==> src/inc/bm_pkg.sv <==
// Constants for the battery monitor paged memory block
package bm_pkg;
  // Timing
  localparam longint CLK_HZ = 200_000_000;
  localparam longint SEC_MS = 1000;
  localparam longint NV_COPY_MS = 2;
  localparam longint VCONV_MS = 10;
  localparam longint TCONV_MS = 10;
  localparam longint SAMPLE_CHZ = 3641;
  localparam logic [31:0] NV_COPY_CYC = 32'(NV_COPY_MS * CLK_HZ / SEC_MS);
  localparam logic [31:0] VCONV_CYC = 32'(VCONV_MS * CLK_HZ / SEC_MS);
  localparam logic [31:0] TCONV_CYC = 32'(TCONV_MS * CLK_HZ / SEC_MS);
  localparam logic [31:0] SEC_CYC = 32'(CLK_HZ);
  localparam logic [31:0] SAMPLE_CYC = 32'(CLK_HZ * 100 / SAMPLE_CHZ);
  // Layout
  localparam int PAGES = 8;
  localparam int PAGE_BYTES = 8;
  localparam logic [3:0] CRC_IDX = 4'h8;
  localparam logic [2:0] FIRST_NV_PAGE = 3'h3;
  localparam logic [2:0] ACC_PAGE = 3'h7;
  localparam logic [2:0] STATUS_CONFIGURATION_OFS = 3'h0;
  localparam logic [2:0] THRESH_OFS = 3'h7;
  localparam logic [2:0] RSVD_OFS = 3'h7;
  localparam logic [7:0] RSVD_VAL = 8'hff;
  localparam logic [7:0] CRC_POLY_REFL = 8'h8c;
  // Status/configuration bits
  localparam int CFG_CUR_EN = 0;
  localparam int CFG_ACC_EN = 1;
  localparam int CFG_SHADOW = 2;
  localparam int CFG_VSEL = 3;
  localparam int CFG_TBUSY = 4;
  localparam int CFG_EEBUSY = 5;
  localparam int CFG_CBUSY = 6;
  localparam logic [7:0] CFG_RESET = 8'h0f;
  // Commands
  localparam logic [2:0] OP_WRITE_SP = 3'h0;
  localparam logic [2:0] OP_READ_SP = 3'h1;
  localparam logic [2:0] OP_COPY_SP = 3'h2;
  localparam logic [2:0] OP_RECALL = 3'h3;
  localparam logic [2:0] OP_CONV_T = 3'h4;
  localparam logic [2:0] OP_CONV_V = 3'h5;

  typedef enum logic [2:0] {
    CV_IDLE = 3'b001,
    CV_TEMP = 3'b010,
    CV_VOLT = 3'b100
  } bm_conv_t;
endpackage

==> src/hw/bm_mem.sv <==
// Paged memory, scratchpads and housekeeping of the battery monitor
// Summary of operation
// - 64 bytes as eight 8-byte pages
// - Write scratchpad, read back, copy to page
// - Pages 0-2 volatile, 3-7 nonvolatile
// - Ninth scratchpad byte is CRC
// - Page 0 bytes 1-6 read-only
// - Status/configuration byte writable and volatile
// - Current enable runs converter at 36.41 Hz
// - Accumulator enable keeps totals in page 7
// - Shadow bit copies total increments to EEPROM
// - Voltage select picks supply or auxiliary input
// - Temperature busy while conversion runs
// - EEPROM busy during scratchpad copy to pages 3-7
// - Converter busy during voltage conversion
// - Page 0 holds temperature, voltage, current, threshold
// - Page 0 scratchpad values govern operation
// - Page 1 holds seconds, accumulator, offset
// - Page 1 byte 7 reads all ones
// - Page 2 holds two timestamps
// - CRC polynomial x^8+x^5+x^4+1
// - Seconds counter 32-bit, ticks each second
// - Recall snapshots seconds counter
`timescale 1ns/10ps
module bm_mem import bm_pkg::*; #(
  parameter logic [31:0] NV_COPY_CYCLES = NV_COPY_CYC,
  parameter logic [31:0] VCONV_CYCLES = VCONV_CYC,
  parameter logic [31:0] TCONV_CYCLES = TCONV_CYC,
  parameter logic [31:0] SEC_CYCLES = SEC_CYC,
  parameter logic [31:0] SAMPLE_CYCLES = SAMPLE_CYC
) (
  // Clock, reset, enable
  input wire logic clk_i,
  input wire logic srst_i,
  input wire logic ce_i,
  // Memory function command from the bus front end
  input wire logic cmd_valid_i,
  input wire logic [2:0] cmd_op_i,
  input wire logic [2:0] cmd_page_i,
  input wire logic [3:0] cmd_byte_i,
  input wire logic [7:0] cmd_data_i,
  output logic [7:0] rd_data_o,
  output logic rd_valid_o,
  // Measurement side
  input wire logic [15:0] temp_result_i,
  input wire logic [15:0] volt_result_i,
  input wire logic [15:0] current_i,
  input wire logic accum_inc_i,
  input wire logic chg_inc_i,
  input wire logic dis_inc_i,
  output logic current_sample_o,
  output logic volt_input_sel_o
);
  logic [7:0] mem_ff [PAGES][PAGE_BYTES];
  logic [7:0] sp_ff [PAGES][PAGE_BYTES];
  logic [31:0] secs_ff;
  logic [31:0] sec_div_ff;
  logic [31:0] smp_div_ff;
  logic [31:0] nv_cnt_ff;
  logic [31:0] cv_cnt_ff;
  logic [7:0] accum_ff;
  logic [15:0] chg_ff;
  logic [15:0] dis_ff;
  logic [15:0] temp_ff;
  logic [15:0] volt_ff;
  logic [15:0] cur_ff;
  bm_conv_t cv_state_ff;
  logic [7:0] cfg;
  logic temp_busy;
  logic conv_busy;
  logic eeprom_busy;
  logic do_write;
  logic do_read;
  logic do_copy;
  logic do_recall;
  logic cv_done;

  // Live configuration comes from the page 0 scratchpad, not the stored copy
  assign cfg = sp_ff[0][STATUS_CONFIGURATION_OFS];
  assign temp_busy = (cv_state_ff == CV_TEMP);
  assign conv_busy = (cv_state_ff == CV_VOLT);
  assign eeprom_busy = (nv_cnt_ff != 32'h0);
  assign do_write = ce_i && cmd_valid_i && (cmd_op_i == OP_WRITE_SP);
  assign do_read = ce_i && cmd_valid_i && (cmd_op_i == OP_READ_SP);
  assign do_copy = ce_i && cmd_valid_i && (cmd_op_i == OP_COPY_SP) && !eeprom_busy;
  assign do_recall = ce_i && cmd_valid_i && (cmd_op_i == OP_RECALL);
  assign cv_done = (cv_state_ff != CV_IDLE) && (cv_cnt_ff == 32'h1);

  // Bitwise CRC, LSB first, reflected form of the polynomial
  function automatic logic [7:0] crc8(input logic [7:0] b [PAGE_BYTES]);
    logic [7:0] c;
    logic fb;
    c = 8'h00;
    fb = 1'b0;
    for (int i = 0; i < PAGE_BYTES; i++) begin
      for (int j = 0; j < 8; j++) begin
        fb = c[0] ^ b[i][j];
        c = {1'b0, c[7:1]};
        if (fb) begin
          c = c ^ CRC_POLY_REFL;
        end
      end
    end
    return c;
  endfunction

  function automatic logic wr_ok(input logic [2:0] pg, input logic [2:0] by);
    if (pg == 3'h0) begin
      return (by == STATUS_CONFIGURATION_OFS) || (by == THRESH_OFS);
    end
    if (pg == 3'h1) begin
      return by != RSVD_OFS;
    end
    return 1'b1;
  endfunction

  // Scratchpad: master writes and recalls from memory
  always_ff @(posedge clk_i) begin
    if (srst_i) begin
      for (int p = 0; p < PAGES; p++) begin
        for (int b = 0; b < PAGE_BYTES; b++) begin
          sp_ff[p][b] <= 8'h00;
        end
      end
      sp_ff[0][STATUS_CONFIGURATION_OFS] <= CFG_RESET;
      sp_ff[1][RSVD_OFS] <= RSVD_VAL;
    end else if (do_write && cmd_byte_i < CRC_IDX && wr_ok(cmd_page_i, cmd_byte_i[2:0])) begin
      sp_ff[cmd_page_i][cmd_byte_i[2:0]] <= cmd_data_i;
    end else if (do_recall) begin
      for (int b = 0; b < PAGE_BYTES; b++) begin
        sp_ff[cmd_page_i][b] <= mem_ff[cmd_page_i][b];
      end
      if (cmd_page_i == 3'h0) begin
        sp_ff[0][1] <= temp_ff[7:0];
        sp_ff[0][2] <= temp_ff[15:8];
        sp_ff[0][3] <= volt_ff[7:0];
        sp_ff[0][4] <= volt_ff[15:8];
        sp_ff[0][5] <= cur_ff[7:0];
        sp_ff[0][6] <= cur_ff[15:8];
        // Config already in scratchpad stays live
        sp_ff[0][STATUS_CONFIGURATION_OFS] <= sp_ff[0][STATUS_CONFIGURATION_OFS];
        sp_ff[0][THRESH_OFS] <= sp_ff[0][THRESH_OFS];
      end else if (cmd_page_i == 3'h1) begin
        // Snapshot so a slow read sees one consistent time
        for (int b = 0; b < 4; b++) begin
          sp_ff[1][b] <= secs_ff[8*b +: 8];
        end
        sp_ff[1][4] <= accum_ff;
        sp_ff[1][RSVD_OFS] <= RSVD_VAL;
      end else if (cmd_page_i == ACC_PAGE && cfg[CFG_ACC_EN]) begin
        sp_ff[7][4] <= chg_ff[7:0];
        sp_ff[7][5] <= chg_ff[15:8];
        sp_ff[7][6] <= dis_ff[7:0];
        sp_ff[7][7] <= dis_ff[15:8];
      end
    end
  end

  // Page storage; pages 3-7 stand for the EEPROM array
  always_ff @(posedge clk_i) begin
    if (srst_i) begin
      for (int p = 0; p < PAGES; p++) begin
        for (int b = 0; b < PAGE_BYTES; b++) begin
          mem_ff[p][b] <= 8'h00;
        end
      end
      mem_ff[0][STATUS_CONFIGURATION_OFS] <= CFG_RESET;
    end else if (do_copy) begin
      for (int b = 0; b < PAGE_BYTES; b++) begin
        if (wr_ok(cmd_page_i, 3'(b))) begin
          mem_ff[cmd_page_i][b] <= sp_ff[cmd_page_i][b];
        end
      end
    end else if (ce_i && cfg[CFG_ACC_EN] && cfg[CFG_SHADOW]) begin
      // Shadow keeps totals across power loss; master must not copy page 7 then
      mem_ff[ACC_PAGE][4] <= chg_ff[7:0];
      mem_ff[ACC_PAGE][5] <= chg_ff[15:8];
      mem_ff[ACC_PAGE][6] <= dis_ff[7:0];
      mem_ff[ACC_PAGE][7] <= dis_ff[15:8];
    end
  end

  // Nonvolatile copy busy time
  always_ff @(posedge clk_i) begin
    if (srst_i) begin
      nv_cnt_ff <= 32'h0;
    end else if (ce_i) begin
      if (do_copy && cmd_page_i >= FIRST_NV_PAGE) begin
        nv_cnt_ff <= NV_COPY_CYCLES;
      end else if (eeprom_busy) begin
        nv_cnt_ff <= nv_cnt_ff - 32'h1;
      end
    end
  end

  // One converter, temperature or voltage at a time
  always_ff @(posedge clk_i) begin
    if (srst_i) begin
      cv_state_ff <= CV_IDLE;
      cv_cnt_ff <= 32'h0;
      temp_ff <= 16'h0;
      volt_ff <= 16'h0;
    end else if (ce_i) begin
      case (cv_state_ff)
        CV_IDLE: begin
          if (cmd_valid_i && cmd_op_i == OP_CONV_T) begin
            cv_state_ff <= CV_TEMP;
            cv_cnt_ff <= TCONV_CYCLES;
          end else if (cmd_valid_i && cmd_op_i == OP_CONV_V) begin
            cv_state_ff <= CV_VOLT;
            cv_cnt_ff <= VCONV_CYCLES;
          end
        end
        CV_TEMP: begin
          cv_cnt_ff <= cv_cnt_ff - 32'h1;
          if (cv_done) begin
            temp_ff <= temp_result_i;
            cv_state_ff <= CV_IDLE;
          end
        end
        CV_VOLT: begin
          cv_cnt_ff <= cv_cnt_ff - 32'h1;
          if (cv_done) begin
            volt_ff <= volt_result_i;
            cv_state_ff <= CV_IDLE;
          end
        end
        default: begin
          cv_state_ff <= CV_IDLE;
        end
      endcase
    end
  end

  // Elapsed seconds; a copy of page 1 presets it
  always_ff @(posedge clk_i) begin
    if (srst_i) begin
      secs_ff <= 32'h0;
      sec_div_ff <= 32'h0;
    end else if (ce_i) begin
      sec_div_ff <= (sec_div_ff == SEC_CYCLES - 32'h1) ? 32'h0 : sec_div_ff + 32'h1;
      if (do_copy && cmd_page_i == 3'h1) begin
        secs_ff <= {sp_ff[1][3], sp_ff[1][2], sp_ff[1][1], sp_ff[1][0]};
      end else if (sec_div_ff == SEC_CYCLES - 32'h1) begin
        secs_ff <= secs_ff + 32'h1;
      end
    end
  end

  // Current sampling and integrated accumulator
  always_ff @(posedge clk_i) begin
    if (srst_i) begin
      smp_div_ff <= 32'h0;
      current_sample_o <= 1'b0;
      cur_ff <= 16'h0;
      accum_ff <= 8'h0;
    end else if (ce_i) begin
      current_sample_o <= 1'b0;
      if (!cfg[CFG_CUR_EN]) begin
        smp_div_ff <= 32'h0;
      end else if (smp_div_ff == SAMPLE_CYCLES - 32'h1) begin
        smp_div_ff <= 32'h0;
        current_sample_o <= 1'b1;
        cur_ff <= current_i;
      end else begin
        smp_div_ff <= smp_div_ff + 32'h1;
      end
      if (do_copy && cmd_page_i == 3'h1) begin
        accum_ff <= sp_ff[1][4];
      end else if (cfg[CFG_CUR_EN] && accum_inc_i) begin
        accum_ff <= accum_ff + 8'h1;
      end
    end
  end

  // Charge and discharge totals
  always_ff @(posedge clk_i) begin
    if (srst_i) begin
      chg_ff <= 16'h0;
      dis_ff <= 16'h0;
    end else if (ce_i && cfg[CFG_ACC_EN]) begin
      if (do_copy && cmd_page_i == ACC_PAGE) begin
        chg_ff <= {sp_ff[7][5], sp_ff[7][4]};
        dis_ff <= {sp_ff[7][7], sp_ff[7][6]};
      end else begin
        chg_ff <= chg_ff + {15'h0, chg_inc_i};
        dis_ff <= dis_ff + {15'h0, dis_inc_i};
      end
    end
  end

  // Read port; status byte shows live busy flags
  always_ff @(posedge clk_i) begin
    if (srst_i) begin
      rd_data_o <= 8'h00;
      rd_valid_o <= 1'b0;
      volt_input_sel_o <= 1'b1;
    end else if (ce_i) begin
      volt_input_sel_o <= cfg[CFG_VSEL];
      rd_valid_o <= do_read;
      if (do_read) begin
        if (cmd_byte_i >= CRC_IDX) begin
          rd_data_o <= crc8(sp_ff[cmd_page_i]);
        end else if (cmd_page_i == 3'h0 && cmd_byte_i[2:0] == STATUS_CONFIGURATION_OFS) begin
          rd_data_o <= {1'b0, conv_busy, eeprom_busy, temp_busy, cfg[3:0]};
        end else begin
          rd_data_o <= sp_ff[cmd_page_i][cmd_byte_i[2:0]];
        end
      end
    end
  end
endmodule // bm_mem

==> config.mk <==
export PLATFORM = sky130hd
export DESIGN_NAME = bm_mem
export DESIGN_NICKNAME = d
export VERILOG_FILES = /design/src/inc/bm_pkg.sv /design/src/hw/bm_mem.sv
export SDC_FILE = /design/constraint.sdc
export NUM_CORES = 2
export LEC_CHECK = 0
export ABC_CLOCK_PERIOD_IN_PS = 8200
export BUFFER_PORTS_ARGS = -buffer_cell sky130_fd_sc_hd__buf_2
export CELL_PAD_IN_SITES_DETAIL_PLACEMENT = 0
export CELL_PAD_IN_SITES_GLOBAL_PLACEMENT = 1
export CORE_ASPECT_RATIO = 0.7
export CORE_UTILIZATION = 50
export DETAILED_ROUTE_END_ITERATION = 6
export PLACE_DENSITY_LB_ADDON = 0.1
export REMOVE_ABC_BUFFERS = 1
export SYNTH_ARGS = -nofsm -noshare
export SYNTH_HDL_FRONTEND = slang
export SYNTH_SLANG_ARGS = --single-unit
==> constraint.sdc <==
create_clock -name clk_i -period 8.2 [get_ports clk_i]
set_input_delay 1.64 -clock clk_i [delete_from_list [all_inputs] [get_ports clk_i]]
set_output_delay 1.64 -clock clk_i [all_outputs]
set_load 0.005 [all_outputs]
==> flow_summary_export.csv <==
group,metric,value,unit
sta,skew,0.0371,ns
clocking,cts_inserted_buffers,121,
job,maxCapViolations,0,
pwr,netSwitchingFraction,34.6,%
yosys,synth_area,60200,um^2
placement,gp_congestion,0.965,
floorplanning,die_h,292,um
critical_path,crit_chain,"buf_8, buf_4, mux4_2, mux2i_4, xor2_1, xnor3_2, xnor3_2, xor2_4, xnor2_1, xnor3_1, xnor2_1, xnor2_1, xnor2_1, xnor3_2, xnor3_2, xnor2_1, a211oi_2",
yosys,avgSynthCellArea,12.3,um^2
floorplanning,io_pins,84,
clocking,cts_resized,0,
yosys,ys_ff_latch,1286,
detailed_routing,post_drt_wl_per_cell,28.2,um
critical_path,critPathCaptureType,"register",
sta,fin_crit,6.85,ns
detailed_routing,num_vias,40684,
worst_hold_path,hold_path_class,"register to register",
clocking,cts_tree,"built",
yosys,synth_edf_count,1024,
yosys,ys_seq_area_share,59.8,%
pwr,leakage,24.5,nW
critical_path,path_class,"primary input to register",
floorplanning,row_count,106,
detailed_routing,antenna_left,0,
placement,place_area,62500,um^2
clocking,clk_path_buf_depth,3,
final_layout,syn_to_final_growth,10.5,%
critical_path,crit_top_cell,"xnor2_1",
detailed_routing,dr.pass1.iters,6,
clocking,htree_levels,3,
global_routing,grt_pass1_vias,38123,
sta,hold_viol_final,0,
pwr,ir_drop,0.00264,V
yosys,async_flop_share,0,%
yosys,synthFlopType,"edfxtp_1",
yosys,synth.distinct_cells,78,
pwr,pwr-share-clk,17.2,%
floorplanning,die-width,417,um
floorplanning,start_util,50.4,%
clocking,clk_latency,0.76,ns
global_routing,antenna_found_initial,14,
sta,maxSlewViolCount,0,
detailed_routing,drt-initial-drc-count,5388,
pwr,p_total,32.8,mW
sta,min_period_over_period,83.5,%
floorplanning,die-area,122000,um^2
critical_path,worstPathArrival,7.45,ns
clocking,holdBufCountCts,0,
final_layout,stdcell_area,66500,um^2
clocking,cts_root_buffer,"clkbuf_16",
critical_path,crit_required,8.81,ns
final_layout,nNetsFinal,5051,
global_routing,grt_max_degree,72,
global_routing,overflow,0,
floorplanning,core,119000,um^2
global_routing,grt_usage,30.8,%
critical_path,worst-path-max-fanout,48,
sta,max-slew-margin-rel,7.03,%
pwr,power_switching,11.4,mW
sta,finalSetupViolCount,0,
sta,fmax,146,MHz
sta,hold_ws,0.470,ns
clocking,clk_pin_slew,0.07,ns
pwr,internal-power,21.4,mW
status,outcome,"complete, no violations",
sta,tightest_slew,1.38,ns
pwr,pwr-share-comb,59.9,%
detailed_routing,routed_wl,187000,um
placement,io_buffers,83,
clocking,clock-sinks,1286,
yosys,yosysWarnings,0,
placement,hpwl,128000,um
pwr,pwr-share-seq,23.0,%
global_routing,grt_pass1_wl,271000,um
critical_path,critPathSlowestCell,"mux4_2",
critical_path,startpoint_type,"primary input",
clocking,cts_setup_buffers,0,
detailed_routing,drc,0,
pwr,cellPowerDensity,494,nW/um^2
yosys,syn_inst,4881,
sta,rsz0062_at_grt,"false",
final_layout,drive_gt1_share,14.2,%
critical_path,slowest_delay,0.57,ns
detailed_routing,via_per_inst,6.12,
kinds of logic after synthesis:
logic type | after synthesis | synth area share (%)
compound gates | 459 | 4.61
xor+xnor | 328 | 6.38
fa+ha+maj | 11 | 0.229
buf+inv | 310 | 2.28
flops | 1286 | 59.8
mux | 377 | 12.0
other cells | 1 | 0.00623
simple gates | 2109 | 14.7
worst max-delay path, delay by kind of cell:
kind	cells	cell delay, ns
multiplexers	2	0.92
AO/OA/AOI/OAI	1	0.09
buffers and inverters	2	0.66
XOR/XNOR	12	4.07
area by class of cell:
cell class,instances,area [um^2]
fillers,10036,52900
clock buffers,179,3480
repair buffers,201,1350
clock inverters,50,418
flip-flops and latches,1286,36000
multi-input cells,3340,23200
well taps,1566,1960
diodes,4,10.0
inverters,17,71.3
per-layer routing:
metal | vias up | track usage, % | part of all wire (%)
li1 | 17738 | - | -
met2 | 2192 | 42.9 | 42
met5 | - | 0 | 0.021
met3 | 224 | 7.32 | 12
met4 | 6 | 7.37 | 2.3
met1 | 20524 | 48.2 | 45
registers in the layout, indices dropped and copies added, names as in the netlist, 32 cells and up:
register	flops
smp_div_ff	32
nv_cnt_ff	32
sp_ff	512
sec_div_ff	32
mem_ff	512
cv_cnt_ff	32
secs_ff	32
synth_stat cells (12+ instances only):
| cell type | count | area [um^2] |
|---|---|---|
| xor2_1 | 106 | 928 |
| nor3_1 | 50 | 250 |
| nand2_1 | 425 | 1600 |
| edfxtp_1 | 1024 | 30700 |
| nand4_1 | 30 | 188 |
| a21oi_1 | 104 | 521 |
| xnor2_2 | 19 | 309 |
| xnor2_1 | 144 | 1260 |
| nor2_1 | 1278 | 4800 |
| buf_2 | 19 | 95.1 |
| inv_1 | 16 | 60.1 |
| a211oi_1 | 44 | 330 |
| o21ai_0 | 175 | 876 |
| nand2b_1 | 32 | 200 |
| xnor3_2 | 12 | 285 |
| mux2i_1 | 100 | 1000 |
| or2_2 | 26 | 163 |
| clkbuf_1 | 219 | 822 |
| a22o_1 | 32 | 280 |
| o31ai_1 | 12 | 90.1 |
| and3_1 | 88 | 551 |
| nand3_1 | 72 | 360 |
| mux4_1 | 31 | 815 |
| dfxtp_1 | 262 | 5250 |
| nor4_1 | 29 | 181 |
| mux4_2 | 223 | 5020 |
| xnor3_1 | 34 | 766 |
| buf_1 | 38 | 143 |
| o21ai_1 | 38 | 190 |
| nand3b_1 | 14 | 105 |
| or3_1 | 21 | 131 |
through the flow:
step | worst slack [ns] | util (%) | instances | TNS [ns]
6_report | 1.35 | 55.7 | 6643 | 0
5_1_grt | 1.12 | 55.7 | 6642 | 0
4_1_cts | 1.44 | 55.7 | 6639 | 0
3_5_place_dp | 0.657 | 52.4 | 6410 | 0
3_3_place_gp | 0.717 | 52.4 | 6410 | 0
2_1_floorplan | -0.328 | - | 4643 | -1.60
cells in the final DEF, fill, tap and decap left out, types with 19 or more instances in the layout:
cell type     n
a21oi_1     103
a211oi_1     44
or2_2        26
dfxtp_1     262
and3_1       88
o21ai_0     172
buf_2        79
edfxtp_1   1024
or3_1        21
mux4_1       31
xnor2_2      19
nand4_1      30
nor4_1       29
nand3_1      70
xor2_1      106
xnor3_1      34
nor2_1     1275
mux4_2      223
a22o_1       32
clkbuf_16   125
nand2_1     417
mux2i_1     100
buf_4       117
conb_1       56
nand2b_1     32
xnor2_1     144
clkbuf_1     38
o21ai_1      40
nor3_1       46
power by group through the flow:
stage	clock (mW)	sequential, mW	combinational [mW]
after floorplan	0	7.59	18.9
after global placement	0	7.66	19.6
after detailed placement	0	7.67	19.9
after CTS	5.70	7.53	19.8
after global routing	5.93	7.57	20.0
final	5.63	7.53	19.6
path summary, 6_finish.rpt:
| path | startpoint | endpoint | slack (ns) | cells after the start |
|---|---|---|---|---|
| worst max-delay path | cmd_page_i[1] | rd_data_o[2]$_SDFFE_PP0P_ | 1.35 | 17 |
| worst min-delay path | current_sample_o$_SDFFE_PP0P_ | current_sample_o$_SDFFE_PP0P_ | 0.47 | 2 |
| worst max register to register | sp_ff[0][57]$_DFFE_PP_ | rd_data_o[2]$_SDFFE_PP0P_ | 2.31 | 14 |
| worst min register to register | current_sample_o$_SDFFE_PP0P_ | current_sample_o$_SDFFE_PP0P_ | 0.47 | 2 |
Note: power is estimated with default switching activity, not from simulation.
